<file path="src/rtl/ssp_consts.svh">
// Purpose: offsets, reset values and counts of the serial port
// Assumes: byte addresses on a 32-bit AXI4-Lite bus
// Notes: each register sits in the low bits of one aligned word
// Notes on behaviour
// - Async frame: start, 8/9 bits, 1-2 stops
// - Async bits go LSB first
// - Parity generated on send, checked on receive
// - Ninth wake bit marks address frames
// - IrDA pulses, fixed or programmable width
// - Sync mode: port drives shift clock, bytes
// - Sync mode shifts LSB first, always
// - Async full duplex, sync half duplex
// - Eight-entry FIFO each direction
// - Autobaud measures rate, loads generator, mode
// - Missing stop bit flags framing error
// - Full receive buffer on completion: overrun
// - Fractional divider baud generator
// - Async rate programmable over wide range
// - Sync rate programmable over wide range
// - Loop-back routes transmitter into receiver
// - Requests: tx empty, last bit, rx, errors
// - Requests at autobaud start and end
// - Five separate request outputs
`ifndef SSP_CONSTS_SVH
`define SSP_CONSTS_SVH
`define SSP_OFF_CTRL 8'h00
`define SSP_OFF_BAUD 8'h04
`define SSP_OFF_FDIV 8'h08
`define SSP_OFF_IRW 8'h0c
`define SSP_OFF_TXD 8'h10
`define SSP_OFF_RXD 8'h14
`define SSP_OFF_STAT 8'h18
`define SSP_CTRL_RST 12'h000
`define SSP_BAUD_RST 16'h0000
`define SSP_FDIV_RST 9'h000
`define SSP_IRW_RST 4'h3
`define SSP_OVS_LAST 4'hf
`define SSP_OVS_MID 4'h7
`define SSP_IRDA_FIX 4'h3
`define SSP_STOP_IDX 4'h9
`define SSP_LAST8 4'h7
`define SSP_LAST9 4'h8
`define SSP_SYNC_LAST 3'h7
`define SSP_RESP_OKAY 2'h0
`define SSP_RESP_SLVERR 2'h2
`endif

</file>
<file path="src/rtl/ssp_pkg.sv">
// Purpose: types of the serial port
// Assumes: nothing beyond the constants header
// Notes: field order fixes the register bit positions
package ssp_pkg;
  // Control word, en in bit 0
  typedef struct packed {
    logic ren;
    logic abe;
    logic wake;
    logic irda_prog;
    logic irda;
    logic loop;
    logic stop2;
    logic odd;
    logic par;
    logic nine;
    logic sync;
    logic en;
  } ssp_ctrl_t;
  // Status word, tx level in bits 3:0
  typedef struct packed {
    logic       tbusy;
    logic       ab_busy;
    logic       oe;
    logic       fe;
    logic       pe;
    logic [3:0] rx_cnt;
    logic [3:0] tx_cnt;
  } ssp_stat_t;
  typedef enum logic [1:0] {TS_IDLE = 2'h0, TS_ASYNC = 2'h1, TS_SYNC = 2'h2} ssp_tx_st_t;
  typedef enum logic [1:0] {
    RS_IDLE = 2'h0, RS_START = 2'h1, RS_DATA = 2'h2, RS_STOP = 2'h3
  } ssp_rx_st_t;
endpackage : ssp_pkg

</file>
<file path="src/rtl/ssp_top.sv">
// Purpose: async/sync serial port with AXI4-Lite registers
// Assumes: single clock aclk, synchronous active-low reset
// Notes: requests are one-cycle pulses to an outside controller
`timescale 1ns/1ns
`include "ssp_consts.svh"
module ssp_top
  import ssp_pkg::*;
#(
  parameter int FIFO_DEPTH = 8,
  parameter int AB_W       = 20
) (
  input  logic        aclk,
  input  logic        aresetn,
  input  logic [7:0]  s_axi_awaddr,
  input  logic        s_axi_awvalid,
  output logic        s_axi_awready,
  input  logic [31:0] s_axi_wdata,
  input  logic [3:0]  s_axi_wstrb,
  input  logic        s_axi_wvalid,
  output logic        s_axi_wready,
  output logic [1:0]  s_axi_bresp,
  output logic        s_axi_bvalid,
  input  logic        s_axi_bready,
  input  logic [7:0]  s_axi_araddr,
  input  logic        s_axi_arvalid,
  output logic        s_axi_arready,
  output logic [31:0] s_axi_rdata,
  output logic [1:0]  s_axi_rresp,
  output logic        s_axi_rvalid,
  input  logic        s_axi_rready,
  input  logic        rxd_i,
  output logic        rxd_o,
  output logic        rxd_oe,
  output logic        txd_o,
  output logic        irq_tx,
  output logic        irq_tbuf,
  output logic        irq_rx,
  output logic        irq_err,
  output logic        irq_ab
);
  localparam int AW = $clog2(FIFO_DEPTH);

  logic        rx_s1_q, rx_s2_q;
  logic        awready_q, bvalid_q, arready_q, rvalid_q;
  logic [1:0]  bresp_q, rresp_q;
  logic [31:0] rdata_q;
  ssp_ctrl_t   ctrl_q;
  logic [15:0] brl_q, bcnt_q;
  logic [8:0]  fdv_q, facc_q;
  logic [3:0]  irw_q;
  logic [2:0]  flags_q;
  ssp_tx_st_t  tst_q;
  logic [11:0] tsh_q;
  logic [3:0]  tbit_q, tos_q, tlast_q;
  logic        tsrx_q, sclk_q, txd_q, rxd_o_q, rxd_oe_q;
  ssp_rx_st_t  rst_q;
  logic [3:0]  ros_q, rbit_q;
  logic [8:0]  rsh_q;
  logic        rlow_q, rnine_q, ab_busy_q;
  logic [AB_W-1:0] ab_cnt_q;
  logic        irq_tx_q, irq_tbuf_q, irq_rx_q, irq_err_q, irq_ab_q;
  logic [1:0]  f_push, f_pop;
  logic [8:0]  f_din [2];
  logic [8:0]  f_dout [2];
  logic [AW:0] f_cnt [2];

  // ----------------------------------------------------------------
  // Pin input synchroniser
  // ----------------------------------------------------------------
  always_ff @(posedge aclk)
    if (!aresetn)
      {rx_s1_q, rx_s2_q} <= 2'h3;
    else
      {rx_s1_q, rx_s2_q} <= {rxd_i, rx_s1_q};

  // ----------------------------------------------------------------
  // Bus decode
  // ----------------------------------------------------------------
  // Both write channels taken together in one cycle
  wire        wr      = awready_q & s_axi_awvalid & s_axi_wvalid;
  wire        rd      = arready_q & s_axi_arvalid;
  wire [31:0] wm      = {{8{s_axi_wstrb[3]}}, {8{s_axi_wstrb[2]}},
                         {8{s_axi_wstrb[1]}}, {8{s_axi_wstrb[0]}}};
  wire [31:0] wd      = s_axi_wdata & wm;
  wire        wa_ctrl = wr & (s_axi_awaddr == `SSP_OFF_CTRL);
  wire        wa_baud = wr & (s_axi_awaddr == `SSP_OFF_BAUD);
  wire        wa_fdiv = wr & (s_axi_awaddr == `SSP_OFF_FDIV);
  wire        wa_irw  = wr & (s_axi_awaddr == `SSP_OFF_IRW);
  wire        wa_txd  = wr & (s_axi_awaddr == `SSP_OFF_TXD);
  wire        wa_stat = wr & (s_axi_awaddr == `SSP_OFF_STAT);
  wire        aw_ok   = wa_ctrl | wa_baud | wa_fdiv | wa_irw | wa_txd | wa_stat
                        | (s_axi_awaddr == `SSP_OFF_RXD);
  wire        ar_rxd  = s_axi_araddr == `SSP_OFF_RXD;
  wire        tf_ne   = f_cnt[0] != '0;
  wire        tf_nf   = f_cnt[0] != (AW+1)'(FIFO_DEPTH);
  wire        rf_ne   = f_cnt[1] != '0;
  wire        rf_nf   = f_cnt[1] != (AW+1)'(FIFO_DEPTH);
  ssp_stat_t  stat, ws;
  assign stat = '{tbusy: tst_q != TS_IDLE, ab_busy: ab_busy_q, oe: flags_q[2],
                  fe: flags_q[1], pe: flags_q[0], rx_cnt: 4'(f_cnt[1]),
                  tx_cnt: 4'(f_cnt[0])};
  assign ws   = ssp_stat_t'(wd[12:0]);
  wire [31:0] rmux =
    (s_axi_araddr == `SSP_OFF_CTRL) ? {20'h0, ctrl_q} :
    (s_axi_araddr == `SSP_OFF_BAUD) ? {16'h0, brl_q} :
    (s_axi_araddr == `SSP_OFF_FDIV) ? {23'h0, fdv_q} :
    (s_axi_araddr == `SSP_OFF_IRW)  ? {28'h0, irw_q} :
    (s_axi_araddr == `SSP_OFF_STAT) ? {19'h0, stat} :
    (ar_rxd & rf_ne)                ? {23'h0, f_dout[1]} : 32'h0;
  wire ar_ok = ar_rxd | (s_axi_araddr == `SSP_OFF_TXD) | (rmux != 32'h0)
               | (s_axi_araddr <= `SSP_OFF_IRW && s_axi_araddr[1:0] == 2'h0)
               | (s_axi_araddr == `SSP_OFF_STAT);

  // ----------------------------------------------------------------
  // AXI4-Lite handshakes
  // ----------------------------------------------------------------
  // Ready pulses one cycle, only while no answer is pending
  always_ff @(posedge aclk)
    if (!aresetn)
    begin
      awready_q <= 1'b0;
      bvalid_q  <= 1'b0;
      bresp_q   <= `SSP_RESP_OKAY;
      arready_q <= 1'b0;
      rvalid_q  <= 1'b0;
      rresp_q   <= `SSP_RESP_OKAY;
      rdata_q   <= 32'h0;
    end
    else
    begin
      awready_q <= s_axi_awvalid & s_axi_wvalid & ~awready_q & ~bvalid_q;
      if (wr)
        bresp_q <= aw_ok ? `SSP_RESP_OKAY : `SSP_RESP_SLVERR;
      bvalid_q  <= wr | (bvalid_q & ~s_axi_bready);
      arready_q <= s_axi_arvalid & ~arready_q & ~rvalid_q;
      if (rd)
      begin
        rdata_q <= rmux;
        rresp_q <= ar_ok ? `SSP_RESP_OKAY : `SSP_RESP_SLVERR;
      end
      rvalid_q  <= rd | (rvalid_q & ~s_axi_rready);
    end

  // ----------------------------------------------------------------
  // FIFOs: index 0 transmit, index 1 receive
  // ----------------------------------------------------------------
  for (genvar i = 0; i < 2; i++)
  begin : g_fifo
    logic [8:0]    mem [FIFO_DEPTH];
    logic [AW-1:0] wp_q, rp_q;
    logic [AW:0]   n_q;
    // Pointers and level; callers never push full or pop empty
    always_ff @(posedge aclk)
      if (!aresetn)
      begin
        wp_q <= '0;
        rp_q <= '0;
        n_q  <= '0;
      end
      else
      begin
        wp_q <= wp_q + AW'(f_push[i]);
        rp_q <= rp_q + AW'(f_pop[i]);
        n_q  <= n_q + (AW+1)'(f_push[i]) - (AW+1)'(f_pop[i]);
      end
    // Storage, no reset needed
    always_ff @(posedge aclk)
      if (f_push[i])
        mem[wp_q] <= f_din[i];
    assign f_dout[i] = mem[rp_q];
    assign f_cnt[i]  = n_q;
  end

  // ----------------------------------------------------------------
  // Baud generator
  // ----------------------------------------------------------------
  // Fraction 0 bypasses; else rate scales by fdv/512
  wire [9:0] fsum = {1'b0, facc_q} + {1'b0, fdv_q};
  wire       fen  = (fdv_q == `SSP_FDIV_RST) | fsum[9];
  wire       tick = fen & (bcnt_q == 16'h0000);
  always_ff @(posedge aclk)
    if (!aresetn || !ctrl_q.en)
    begin
      bcnt_q <= `SSP_BAUD_RST;
      facc_q <= `SSP_FDIV_RST;
    end
    else
    begin
      facc_q <= fsum[8:0];
      if (fen)
        bcnt_q <= tick ? brl_q : bcnt_q - 16'h0001;
    end

  // ----------------------------------------------------------------
  // Transmitter and sync shifter
  // ----------------------------------------------------------------
  wire       ninth  = ctrl_q.nine | ctrl_q.par | ctrl_q.wake;
  wire       tb8    = ctrl_q.par ? (^f_dout[0][7:0]) ^ ctrl_q.odd : f_dout[0][8];
  wire [11:0] tframe = ninth ? {2'h3, tb8, f_dout[0][7:0], 1'h0}
                             : {3'h7, f_dout[0][7:0], 1'h0};
  wire [3:0] tlast  = `SSP_STOP_IDX + {3'h0, ninth} + {3'h0, ctrl_q.stop2};
  // Sync mode moves one direction only, chosen by ren
  wire       go_async = ctrl_q.en & ~ctrl_q.sync & tf_ne;
  wire       go_stx   = ctrl_q.en & ctrl_q.sync & ~ctrl_q.ren & tf_ne;
  wire       go_srx   = ctrl_q.en & ctrl_q.sync & ctrl_q.ren & rf_nf;
  wire       t_idle   = tst_q == TS_IDLE;
  wire       a_end    = (tst_q == TS_ASYNC) & tick & (tos_q == `SSP_OVS_LAST)
                        & (tbit_q == tlast_q);
  wire       s_rise   = (tst_q == TS_SYNC) & tick & ~sclk_q;
  wire       s_end    = s_rise & (tbit_q[2:0] == `SSP_SYNC_LAST);
  wire       srx_done = s_end & tsrx_q;
  wire       tline    = (tst_q == TS_ASYNC) ? tsh_q[0] : 1'b1;
  wire [3:0] pw       = ctrl_q.irda_prog ? irw_q : `SSP_IRDA_FIX;
  // IrDA: a zero becomes a short low pulse at bit start
  wire       tx_wire  = ctrl_q.irda ? ~(~tline & (tos_q < pw)) : tline;
  assign f_pop[0] = t_idle & (go_async | go_stx);

  always_ff @(posedge aclk)
    if (!aresetn)
    begin
      tst_q   <= TS_IDLE;
      tsh_q   <= 12'hfff;
      tbit_q  <= 4'h0;
      tos_q   <= 4'h0;
      tlast_q <= 4'h0;
      tsrx_q  <= 1'b0;
      sclk_q  <= 1'b1;
    end
    else
      unique case (tst_q)
        TS_IDLE:
        begin
          tbit_q <= 4'h0;
          tos_q  <= 4'h0;
          sclk_q <= 1'b1;
          if (go_async)
          begin
            tst_q   <= TS_ASYNC;
            tsh_q   <= tframe;
            tlast_q <= tlast;
          end
          else if (go_stx | go_srx)
          begin
            tst_q  <= TS_SYNC;
            tsh_q  <= {4'hf, f_dout[0][7:0]};
            tsrx_q <= go_srx;
          end
        end
        TS_ASYNC:
          if (tick)
          begin
            tos_q <= tos_q + 4'h1;
            if (tos_q == `SSP_OVS_LAST)
            begin
              tsh_q  <= {1'b1, tsh_q[11:1]};
              tbit_q <= tbit_q + 4'h1;
              if (a_end)
                tst_q <= TS_IDLE;
            end
          end
        TS_SYNC:
          if (tick)
          begin
            sclk_q <= ~sclk_q;
            if (s_rise)
            begin
              tsh_q[7:0] <= {tsrx_q ? rx_s2_q : 1'b1, tsh_q[7:1]};
              tbit_q     <= tbit_q + 4'h1;
              if (s_end)
                tst_q <= TS_IDLE;
            end
          end
        default: tst_q <= TS_IDLE;
      endcase

  // Pin drivers; loop-back keeps the pin idle
  always_ff @(posedge aclk)
    if (!aresetn)
    begin
      txd_q    <= 1'b1;
      rxd_o_q  <= 1'b1;
      rxd_oe_q <= 1'b0;
    end
    else
    begin
      txd_q    <= ctrl_q.sync ? sclk_q : (ctrl_q.loop | tx_wire);
      rxd_o_q  <= (tst_q == TS_SYNC) ? tsh_q[0] | tsrx_q : 1'b1;
      rxd_oe_q <= (tst_q == TS_SYNC) & ~tsrx_q;
    end

  // ----------------------------------------------------------------
  // Async receiver
  // ----------------------------------------------------------------
  wire       rx_in   = ctrl_q.loop ? tx_wire : rx_s2_q;
  wire       samp    = (rst_q != RS_IDLE) & tick & (ros_q == `SSP_OVS_MID);
  wire       rbit    = ctrl_q.irda ? rlow_q & rx_in : rx_in;
  wire       rx_go   = ctrl_q.en & ~ctrl_q.sync & ~ctrl_q.abe & ~ab_busy_q & ~rx_in;
  wire       rx_done = (rst_q == RS_STOP) & samp;
  wire [8:0] rdat    = rnine_q ? rsh_q : {1'b0, rsh_q[8:1]};
  wire       drop    = ctrl_q.wake & ~rdat[8];
  wire       r_store = (rx_done & ~drop) | srx_done;
  wire       pe_ev   = rx_done & ctrl_q.par & ((^rsh_q) != ctrl_q.odd);
  wire       fe_ev   = rx_done & ~rbit;
  wire       oe_ev   = r_store & ~rf_nf;
  assign f_push = {r_store & rf_nf, wa_txd & s_axi_wstrb[0] & tf_nf};
  assign f_din  = '{wd[8:0], srx_done ? {1'b0, rx_s2_q, tsh_q[7:1]} : rdat};
  assign f_pop[1] = rd & ar_rxd & rf_ne;

  always_ff @(posedge aclk)
    if (!aresetn)
    begin
      rst_q   <= RS_IDLE;
      ros_q   <= 4'h0;
      rbit_q  <= 4'h0;
      rsh_q   <= 9'h000;
      rlow_q  <= 1'b1;
      rnine_q <= 1'b0;
    end
    else
    begin
      // IrDA: any low from bit start up to the mid-bit sample reads as zero
      rlow_q <= (rst_q == RS_IDLE) ? rx_in
              : ((tick & (ros_q == `SSP_OVS_LAST)) | (rlow_q & rx_in));
      if (rst_q != RS_IDLE && tick)
        ros_q <= ros_q + 4'h1;
      unique case (rst_q)
        RS_IDLE:
        begin
          ros_q   <= 4'h0;
          rbit_q  <= 4'h0;
          rnine_q <= ninth;
          if (rx_go)
            rst_q <= RS_START;
        end
        // A start bit gone high by mid-bit was a glitch
        RS_START:
          if (samp)
            rst_q <= rbit ? RS_IDLE : RS_DATA;
        RS_DATA:
          if (samp)
          begin
            rsh_q  <= {rbit, rsh_q[8:1]};
            rbit_q <= rbit_q + 4'h1;
            if (rbit_q == (rnine_q ? `SSP_LAST9 : `SSP_LAST8))
              rst_q <= RS_STOP;
          end
        RS_STOP:
          if (samp)
            rst_q <= RS_IDLE;
      endcase
    end

  // ----------------------------------------------------------------
  // Autobaud: times the start bit of a character whose bit 0 is one
  // ----------------------------------------------------------------
  wire        ab_go   = ctrl_q.abe & ctrl_q.en & ~ctrl_q.sync & ~ab_busy_q
                        & (rst_q == RS_IDLE) & ~rx_in;
  wire        ab_done = ab_busy_q & rx_in;
  wire [15:0] ab_rate = 16'(ab_cnt_q >> 4);
  wire [15:0] ab_brl  = (ab_rate == 16'h0000) ? 16'h0000 : ab_rate - 16'h0001;
  always_ff @(posedge aclk)
    if (!aresetn)
    begin
      ab_busy_q <= 1'b0;
      ab_cnt_q  <= '0;
    end
    else
    begin
      ab_busy_q <= ab_go | (ab_busy_q & ~rx_in);
      ab_cnt_q  <= ab_go ? AB_W'(1) : ab_cnt_q + AB_W'(~&ab_cnt_q);
    end

  // ----------------------------------------------------------------
  // Registers; autobaud result wins over a same-cycle write
  // ----------------------------------------------------------------
  always_ff @(posedge aclk)
    if (!aresetn)
    begin
      ctrl_q <= ssp_ctrl_t'(`SSP_CTRL_RST);
      brl_q  <= `SSP_BAUD_RST;
      fdv_q  <= `SSP_FDIV_RST;
      irw_q  <= `SSP_IRW_RST;
    end
    else if (ab_done)
    begin
      brl_q       <= ab_brl;
      fdv_q       <= `SSP_FDIV_RST;
      ctrl_q.abe  <= 1'b0;
      ctrl_q.nine <= 1'b0;
      ctrl_q.par  <= 1'b0;
      ctrl_q.wake <= 1'b0;
    end
    else
    begin
      if (wa_ctrl)
        ctrl_q <= ssp_ctrl_t'((ctrl_q & ~wm[11:0]) | wd[11:0]);
      if (wa_baud)
        brl_q <= (brl_q & ~wm[15:0]) | wd[15:0];
      if (wa_fdiv)
        fdv_q <= (fdv_q & ~wm[8:0]) | wd[8:0];
      if (wa_irw)
        irw_q <= (irw_q & ~wm[3:0]) | wd[3:0];
    end

  // Sticky errors: write one clears, a new event wins
  always_ff @(posedge aclk)
    if (!aresetn)
      flags_q <= 3'h0;
    else
      flags_q <= (flags_q & ~(wa_stat ? {ws.oe, ws.fe, ws.pe} : 3'h0))
                 | {oe_ev, fe_ev, pe_ev};

  // Five request pulses
  always_ff @(posedge aclk)
    if (!aresetn)
    begin
      irq_tx_q   <= 1'b0;
      irq_tbuf_q <= 1'b0;
      irq_rx_q   <= 1'b0;
      irq_err_q  <= 1'b0;
      irq_ab_q   <= 1'b0;
    end
    else
    begin
      irq_tx_q   <= a_end | (s_end & ~tsrx_q);
      irq_tbuf_q <= f_pop[0] & (f_cnt[0] == (AW+1)'(1));
      irq_rx_q   <= f_push[1];
      irq_err_q  <= pe_ev | fe_ev | oe_ev;
      irq_ab_q   <= ab_go | ab_done;
    end

  assign s_axi_awready = awready_q;
  assign s_axi_wready  = awready_q;
  assign s_axi_bvalid  = bvalid_q;
  assign s_axi_bresp   = bresp_q;
  assign s_axi_arready = arready_q;
  assign s_axi_rvalid  = rvalid_q;
  assign s_axi_rdata   = rdata_q;
  assign s_axi_rresp   = rresp_q;
  assign txd_o         = txd_q;
  assign rxd_o         = rxd_o_q;
  assign rxd_oe        = rxd_oe_q;
  assign irq_tx        = irq_tx_q;
  assign irq_tbuf      = irq_tbuf_q;
  assign irq_rx        = irq_rx_q;
  assign irq_err       = irq_err_q;
  assign irq_ab        = irq_ab_q;
endmodule : ssp_top

</file>
<file path="config.mk">
export PLATFORM = sky130hd
export DESIGN_NAME = ssp_top
export DESIGN_NICKNAME = d
export VERILOG_FILES = /design/src/rtl/ssp_pkg.sv /design/src/rtl/ssp_top.sv
export VERILOG_INCLUDE_DIRS = /design/src /design/src/rtl
export SDC_FILE = /design/constraint.sdc
export NUM_CORES = 1
export LEC_CHECK = 0
export ABC_AREA = 0
export BUFFER_PORTS_ARGS = -buffer_cell sky130_fd_sc_hd__buf_2
export CAP_MARGIN = 25
export CORE_MARGIN = 3
export CORE_UTILIZATION = 40
export DETAILED_ROUTE_END_ITERATION = 7
export RECOVER_POWER = 50
export SETUP_SLACK_MARGIN = 0.3
export SYNTH_ARGS = -nofsm -noshare
export SYNTH_HDL_FRONTEND = slang
export SYNTH_SLANG_ARGS = --single-unit
</file>
<file path="constraint.sdc">
create_clock -name aclk -period 7.51 [get_ports aclk]
set_clock_uncertainty 0.2 [all_clocks]
set_input_delay 1.1265 -clock aclk [delete_from_list [all_inputs] [get_ports aclk]]
set_output_delay 1.1265 -clock aclk [all_outputs]
set_load 0.01 [all_outputs]
</file>
# After elaboration in Yosys (flattened, before gate mapping)
# Memory sizes are Yosys's and may differ from the RTL's. A register that Yosys moved wholly into a read port is not among the register bits.
# Cells that the tools add are included.
# Widths: inputs -> output; s select.
# classes
n_addsub	18
magnitude_cmp	2
n_eq_ne	39
mux	68
bitwise_logic	128
n_reduce_logical	44
# op_table
cell	n
$mux 16	6
$and 1x1->1	63
$eq 8x5->1 const B	6
$mux 12	4
$mux 13	3
$and 16x16->16	2
$eq 8x4->1 const B	4
$logic_not 16->1	2
$mux 2	16
$mux 4	8
$reduce_bool 32->1	1
$sub 16x1->16 const B	2
$mux 9	3
$or 1x1->1	26
$pmux 4 s2	3
$pmux 8 s3	1
$not 1->1	22
$add 20x1->20	1
$ne 2x2->1 const B	10
$reduce_and 20->1	1
$add 4x1->4 const B	4
$eq 8x3->1 const B	2
$logic_not 8->1	2
$mux 8	2
other kinds (57)	105
# totals
ff_bits	209
ram_bits	144
in_bits	60
word_cells	359
mem_count	2
# memory_table
memory	words	word_bits	read_ports	rd_ports_with_merged_regs	wr	line	rtl
g_fifo[0].mem	8	9	1	1	1	ssp_top.sv:149	logic [8:0] mem [FIFO_DEPTH];
g_fifo[1].mem	8	9	1	1	1	ssp_top.sv:149	

# Depth between registers and ports, before layout
# Gate-level depths: netlist of run 1.
# logic_depth
word_depth	13
ltp_mapped	14
depth_no_buf	14

# Worst setup path before layout of run 1
# Ideal clock, no wire load.
# synth_timing
path_kind	register to register
startpoint	register bcnt_q[7]
endpoint	memory g_fifo[1].mem[0][0] (enable)
setup_time_ns	0.399
arrival_time_ns	3.421
required_time_ns	6.911
setup_slack_ns	3.490
path_stages_with_launch	10
path_buffers	2
period_less_slack_ns	4.020
cell_sequence	dfxtp_1 > or3_1 > or3_1 > buf_6 > or4_1 > buf_2 > a2111o_1 > o21ai_1 > nand2b_1 > nor4_1
# synth_between
elab_chain_len	10
word_cells_on_any_way	14
classes_between	mux (2); bitwise (11); reduce/logical (1)
# synth_rtl
item	line	rtl
start, declared	ssp_top.sv:48	logic [15:0] brl_q, bcnt_q;
start signal, assigned	ssp_top.sv:184	bcnt_q <= `SSP_BAUD_RST;
start signal, assigned	ssp_top.sv:191	bcnt_q <= tick ? brl_q : bcnt_q - 16'h0001;
$logic_not 16->1 *	ssp_top.sv:180	wire tick = fen & (bcnt_q == 16'h0000);
$and 1x1->1 *	ssp_top.sv:180	
$and 1x1->1 (on tied branches) (2 in a row)	ssp_top.sv:295, ssp_top.sv:209	
$and 1x1->1 (on tied branches)	ssp_top.sv:298, ssp_top.sv:210	
$and 1x1->1 (on tied branches)	ssp_top.sv:301, ssp_top.sv:211	
$or 1x1->1 *	ssp_top.sv:301	wire r_store = (rx_done & ~drop) | srx_done;
$and 1x1->1 *	ssp_top.sv:305	assign f_push = {r_store & rf_nf, wa_txd & s_axi_wstrb[0] & tf_nf};
$mux 1 *	ssp_top.sv:168	if (f_push[i])
$mux 1 (implied by the code) *	ssp_top.sv:169	mem[wp_q] <= f_din[i];
end, declared	ssp_top.sv:149	
# Every way passes the cells marked *; elsewhere a longest branch is shown, timed or not.

==> impl_results.md, run 1 <==
- Status: finished with violations
- Failing checks: capacitance limit, slew limit
- CP Class: reg -> reg
- Bufs on Longest Clock Path: 3
- Fraction of layout cells with a size suffix above 1: 0.112
- Buf/Inv on CP: 0
- Routed wire length: 41300 um
- Remaining DRCs: 0
- Worst skew pair latency: 0.55 ns
- Worst path max stage delay: 1.40 ns
- GP Congestion: 0.921
- Synth top area cells: edfxtp_1 (27%), dfxtp_1 (24%), mux4_2 (5.7%), mux2i_1 (3.7%), ha_1 (3.7%)
- Critical path's slowest cell: o21ai_0
- Post-synth top cells: dfxtp_1 (188), nor2_1 (156), edfxtp_1 (144)
- Hold Vio Cnt, Final: 0
- CTS buffer count: 38
- Worst r2r path cells: 9
- Vias/cell: 5.51
- Number of I/O pins: 109
- Arrival @ worst endpoint: 4.60 ns
- Detail Route Antenna Nets: 0
- Final Slew Violations: 144
- Max Cap Violations: 4
- Worst EP required: 7.56 ns
- Cell chain of the critical path: ha_1 > a21o_1 > a21oi_1 > a21oi_1 > o211a_1 > o21ai_0 > or3_2 > nor2_1 > a21oi_1
- Vias: 11500
- CTS tree: yes
- Post_cts resized: 0
- Synth Instances: 1491
- CP most frequent cell: a21oi_1
- Least-Margin Pin Slew: 3.26 ns
- Fin cells: 2091
- DIE WIDTH: 205 um
- Final setup vio count: 0
- Avg WL per Cell: 19.7 um
- Mapped Avg Cell Area: 10.6 um^2
- HPWL after DPL: 29800 um
- # diodes: 0
- Congestion Overflow GR: 0
- Aggregate global-route resource usage: 0.198
- Synth unique cells: 67
- Clock Tree Root: clkbuf_16
- Port-buffer cells: 72
- Delay-heaviest family, CP: compound AO/OA/AOI/OAI gates
- Tot Pwr: 3.74 mW
- F_max: 0.220 GHz
- CP max FO: 16
- Peak VDD IR: 0.143 mV
- Min Hold Slack: 0.218 ns
- Inst Count DP: 2017
- Fin crit share: 0.605
- DRT iter0 DRCs: 1048
- Area Overhead vs Synth: 12.3%
- Crit. End Element: flop
- Sink Count: 332
- Initial core utilization: 0.406
- Hold/Removal Path Class: reg -> reg
- Min cycle time layout: 4.55 ns
- Num rows: 72
- Post-CTS setup buffer count: 0
- Ys Warns: 0
- Top_reg_cell synth: dfxtp_1
- R2r endpoint: g_fifo[1].mem[4][4]
- H-tree depth: 2
- Sequential cell area fraction in the yosys report: 0.513
- Yosys reg bits: 332
- TNS Setup: 0 ns
- Post-Layout Inst Area: 17700 um^2
- Cell Area, Placed: 16600 um^2
- Number of global-route vias before repair: 10900
- Core area: 38800 um^2
- Reg clk slew, reported paths: 0.06 ns
- EDFF count, synth: 144
- Worst rel slew slack: -1.17
- RSZ-0062 raised after global routing: no
- Final nets: 1653
- Initial antenna violation count: 0
- Die Span Y: 205 um
- Worst path depth: 9
- Count leader, synth: dfxtp_1
- CP endpoint: g_fifo[1].mem[4][4]
- Async S/R FF share, synth: 0
- Top cell type's share of synthesized area: 0.274
- Crit path launch type: flop
- Reg2Reg Setup Slack: 2.96 ns
- Full die area: 41800 um^2
- First-pass GRT wire length: 63500 um
- Synth area leader: edfxtp_1
- Synth Cell Area: 15800 um^2
- Leak: 5.98 nW
- Filler cell count: 3638
- Largest net degree at the start of global routing: 63
- CTS hold repair buffers: 0
- DRT Pass-1 Iters: 6
- Pwr Density: 211 nW/um^2
==> logic make-up after synthesis <==
| group | after synthesis | share of synthesized area |
|---|---|---|
| adder cells (fa/ha/maj) | 50 | 0.0411 |
| AND/OR/NAND/NOR | 527 | 0.160 |
| other | 1 | 0.000238 |
| XOR/XNOR | 78 | 0.0433 |
| buffers and inverters | 141 | 0.0394 |
| AO/OA/AOI/OAI | 255 | 0.102 |
| flip-flops | 332 | 0.513 |
| multiplexers | 107 | 0.100 |
==> layout make-up <==
type | count | area (um^2) | area share
Sequential cell | 332 | 8090 | 0.457
Multi-Input combinational cell | 1035 | 7160 | 0.404
Clock buffer | 50 | 1050 | 0.0593
Tap cell | 518 | 648 | 0.0366
Timing Repair Buffer | 91 | 438 | 0.0247
Inverter | 45 | 169 | 0.00954
Clock inverter | 20 | 159 | 0.00897
==> cell usage in the layout, fill, tap and decap left out, types with 7 or more instances in the layout <==
cell type | synthesis | final
a21oi_1 | 71 | 71
nand2b_1 | 15 | 15
edfxtp_1 | 144 | 144
clkinv_2 | 0 | 8
clkbuf_1 | 63 | 46
o21ai_0 | 63 | 64
and2_1 | 29 | 18
o211ai_1 | 12 | 12
ha_1 | 47 | 47
o22ai_1 | 11 | 11
buf_2 | 4 | 38
xnor2_1 | 56 | 56
nand3b_1 | 8 | 8
o21a_1 | 9 | 9
buf_4 | 19 | 13
a21o_1 | 8 | 8
nand2_1 | 118 | 118
nor4_1 | 11 | 10
inv_1 | 44 | 44
or3_1 | 11 | 11
dfxtp_1 | 188 | 188
conb_1 | 1 | 18
mux2i_1 | 59 | 59
and2_0 | 0 | 11
a211oi_1 | 23 | 23
nor3_1 | 46 | 42
xor2_1 | 22 | 22
nand4_1 | 8 | 8
mux4_2 | 40 | 40
a311oi_1 | 7 | 7
mux2_2 | 8 | 8
nor2_1 | 156 | 156
nor2b_1 | 18 | 18
nand3_1 | 67 | 67
and3_1 | 14 | 14
clkbuf_16 | 0 | 39
==> through the flow <==
stage | worst slack [ns] | util
after floorplan | 3.49 | -
after global placement | 3.11 | 0.426
after detailed placement | 3.11 | 0.427
after CTS | 3.08 | 0.458
after global routing | 2.55 | 0.456
final | 2.96 | 0.456
==> power breakdown <==
group,internal [mW],switching (mW)
clock,1.03,0.748
sequential,1.88,0.00541
combinational,0.0204,0.0622
==> worst min-delay path by stage <==
| stage | start | endpoint | slack [ns] | cells after the start |
|---|---|---|---|---|
| floorplan | rx_s1_q | rx_s2_q | 0.19 | 1 |
| global placement | rx_s1_q | rx_s2_q | 0.20 | 1 |
| detailed placement | rx_s1_q | rx_s2_q | 0.21 | 1 |
| CTS | rx_s1_q | rx_s2_q | 0.23 | 1 |
| global route | rx_s1_q | rx_s2_q | 0.24 | 1 |
| finish | rx_s1_q | rx_s2_q | 0.22 | 1 |
==> routing by layer <==
metal	vias to the layer above	share of wire	global-route usage
met5	-	0	0
met4	0	0.026	0.0555
met3	66	0.090	0.0545
met2	410	0.45	0.306
met1	5569	0.44	0.274
li1	5483	-	-
==> worst reg2reg max path: stages (launching register included) <==
cell	delay, ns
dfxtp_1	0.43
ha_1	0.31
a21o_1	0.17
a21oi_1	0.18
a21oi_1	0.15
o211a_1	0.28
o21ai_0	1.40
or3_2	0.51
nor2_1	0.07
a21oi_1	0.56
Note: power is estimated with default switching activity, not from simulation.
==> run 2: changes to the inputs <==
==> constraint.sdc (replaced) <==
create_clock -name aclk -period 3.7 [get_ports aclk]
set_clock_uncertainty 0.2 [all_clocks]
set_input_delay 0.555 -clock aclk [delete_from_list [all_inputs] [get_ports aclk]]
set_output_delay 0.555 -clock aclk [all_outputs]
set_load 0.01 [all_outputs]
==> run 2 against run 1 <==
Sequential share of layout area is 1.2 points lower. Largest power group unchanged. Clock power is 110% higher. Register-to-register slack got worse by 2.7 ns. Critical path type unchanged. Critical endpoint is now rbit_q[3]. Via count rose by 1.9%. Combinational power rose by 110%. The flow now finishes without violations. Highest routed layer is now met5.
==> impl_results.md, run 2 (synthesis gave the netlist of run 1 again) <==
- DRT Pass-1 Iters: 7 (was 6)
- Max Cap Violations: 0 (was 4)
- Arrival @ worst endpoint: 3.63 ns (was 4.60 ns)
- Crit path launch type: flop (unchanged)
- # diodes: 0 (unchanged)
- Crit. End Element: flop (unchanged)
- Sequential share of power: 0.495 (was 0.504)
- Peak VDD IR: 0.288 mV (was 0.143 mV)
- CTS tree: yes (unchanged)
- Sink Count: 332 (unchanged)
- Tot Pwr: 7.73 mW (was 3.74 mW)
- HPWL after DPL: 31100 um (was 29800 um)
- Net Sw Frac: 0.216 (was 0.218)
- CP Class: reg -> reg (unchanged)
- Final nets: 1701 (was 1653)
- NetSw: 1.67 mW (was 815 uW)
- Vias: 11700 (was 11500)
- Min cycle time layout: 3.41 ns (was 4.55 ns)
- Area Overhead vs Synth: 15.3% (was 12.3%)
- Commonest non-fill, non-tap cell in the layout: dfxtp_1 (unchanged)
- Port-buffer cells: 72 (unchanged)
- Detail Route Antenna Nets: 0 (unchanged)
- RSZ-0062 raised after global routing: no (unchanged)
- Worst skew pair latency: 0.53 ns (was 0.55 ns)
- Aggregate global-route resource usage: 0.201 (was 0.198)
- Leak: 6.20 nW (was 5.98 nW)
- Clk pwr share: 0.483 (was 0.474)
- Die Span Y: 205 um (unchanged)
- Worst rel slew slack: 0.0743 (was -1.17)
- Remaining DRCs: 0 (unchanged)
- Least-Margin Pin Slew: 1.39 ns (was 3.26 ns)
- Core area: 38800 um^2 (unchanged)
- H-tree depth: 2 (unchanged)
- Reg clk slew, reported paths: 0.06 ns (about the same)
- CTS buffer count: 38 (unchanged)
- F_max: 0.293 GHz (was 0.220 GHz)
- Full die area: 41800 um^2 (unchanged)
- Final setup vio count: 0 (unchanged)
- Vias/cell: 5.49 (was 5.51)
- Number of I/O pins: 109 (unchanged)
- Fin crit share: 0.921 (was 0.605)
- Final Slew Violations: 0 (was 144)
- Cell Area, Placed: 16900 um^2 (was 16600 um^2)
- Hold Vio Cnt, Final: 0 (unchanged)
- Hold/Removal Path Class: in -> reg (was reg -> reg)
- TNS Setup: 0 ns (unchanged)
- Post-Layout Inst Area: 18200 um^2 (was 17700 um^2)
- Num rows: 72 (unchanged)
- Bufs on Longest Clock Path: 3 (unchanged)
- First-pass GRT wire length: 65000 um (was 63500 um)
- Largest net degree at the start of global routing: 64 (was 63)
- Fraction of layout cells with a size suffix above 1: 0.139 (was 0.112)
- Number of global-route vias before repair: 11100 (was 10900)
- Worst EP required: 3.92 ns (was 7.56 ns)
- Status: completed (was finished with violations)
- DIE WIDTH: 205 um (unchanged)
- Clock Tree Root: clkbuf_16 (unchanged)
- Initial antenna violation count: 1 (was 0)
- Internal power: 6.06 mW (was 2.93 mW)
- Routed wire length: 42600 um (was 41300 um)
- CP max FO: 5 (was 16)
- Congestion Overflow GR: 0 (unchanged)
- Combinational cell fraction of total power: 0.022 (about the same)
- Avg WL per Cell: 19.9 um (was 19.7 um)
- Pwr Density: 425 nW/um^2 (was 211 nW/um^2)
- Initial core utilization: 0.406 (unchanged)
- Commonest non-fill, non-tap cells in the layout: dfxtp_1 (185), nor2_1 (151), edfxtp_1 (144) (was dfxtp_1 (188), nor2_1 (156), edfxtp_1 (144))
- GP Congestion: 0.863 (was 0.921)
- DRT iter0 DRCs: 998 (was 1048)
[run 2: cell count changes in the layout (fill, tap and decap cells not counted), moves of 2 or more]
cell	previous run	this run
buf_4	13	48
clkbuf_1	46	58
nor2_1	156	151
nor2_2	0	5
dfxtp_1	188	185
dfxtp_2	0	3
a21oi_1	71	69
a21oi_2	0	2
clkinv_2	8	6
or2_2	5	3
[run 2: worst max-delay path, cell delays in order (launching register included)]
cell and delay, ns:
dfxtp_1 0.35, ha_1 0.30, a21o_1 0.13, nand4_1 0.13, a21oi_1 0.34, o211ai_1 0.28
buf_4 0.22, buf_4 0.12, buf_4 0.13, a2111oi_1 0.53, buf_4 0.21, nand4_1 0.13
xor2_1 0.16, nor2_1 0.05
[run 2: routing by layer]
layer / wire length (um) / track usage / part of all wire / vias up
li1: - / - / - / 5583
met1: 19200 / 0.286 / 0.45 / 5734
met2: 19600 / 0.321 / 0.46 / 357
met3: 2860 / 0.0335 / 0.067 / 69
met4: 891 / 0.0489 / 0.021 / 2
met5: 11 / 0 / 0.00026 / -
[run 2: timing repair]
item                                    CTS  global route
gates resized for setup                   4             9
cloned                                    0             0
hold buffers                              1             0
hold endpoints to repair                  1             0
pin swaps                                 3             4
buffers inserted                          2             5
endpoints found under the setup margin   11            60
[run 2: final cells by class]
cell class	count	area, um^2
fill	3644	20600
sequential	332	8090
multi-input combinational	1035	7240
clock buffer	50	1070
timing repair buffer	139	779
tap	518	648
clock inverter	20	185
inverter	45	169
[run 2: stage by stage]
step                      worst slack, ns  utilization  hold WS, ns  cells
after floorplan                     0.300            -        0.186   1508
final                               0.291        0.468       0.0496   2139
after global placement              0.291        0.435        0.192   2059
after detailed placement            0.242        0.436        0.191   2060
after CTS                           0.326        0.469       0.0284   2133
after global routing                0.178        0.468       0.0628   2139
[run 2: final timing paths]
kind                                     from            end  slack, ns  cells after the start
worst max register to register           flop      rbit_q[3]       0.29                     13
worst min register to register        rx_s1_q        rx_s2_q       0.20                      1
worst min-delay path            s_axi_awvalid  s_axi_awready       0.05                      3
worst max-delay path                     flop      rbit_q[3]       0.29                     13
[run 2: power groups by stage]
stage / clock (mW) / sequential, mW / combinational [mW]
CTS: 3.81 / 3.83 / 0.176
floorplan: 0 / 3.91 / 0.0981
finish: 3.73 / 3.83 / 0.173
detailed placement: 0 / 3.90 / 0.175
global route: 3.97 / 3.83 / 0.187
global placement: 0 / 3.90 / 0.173
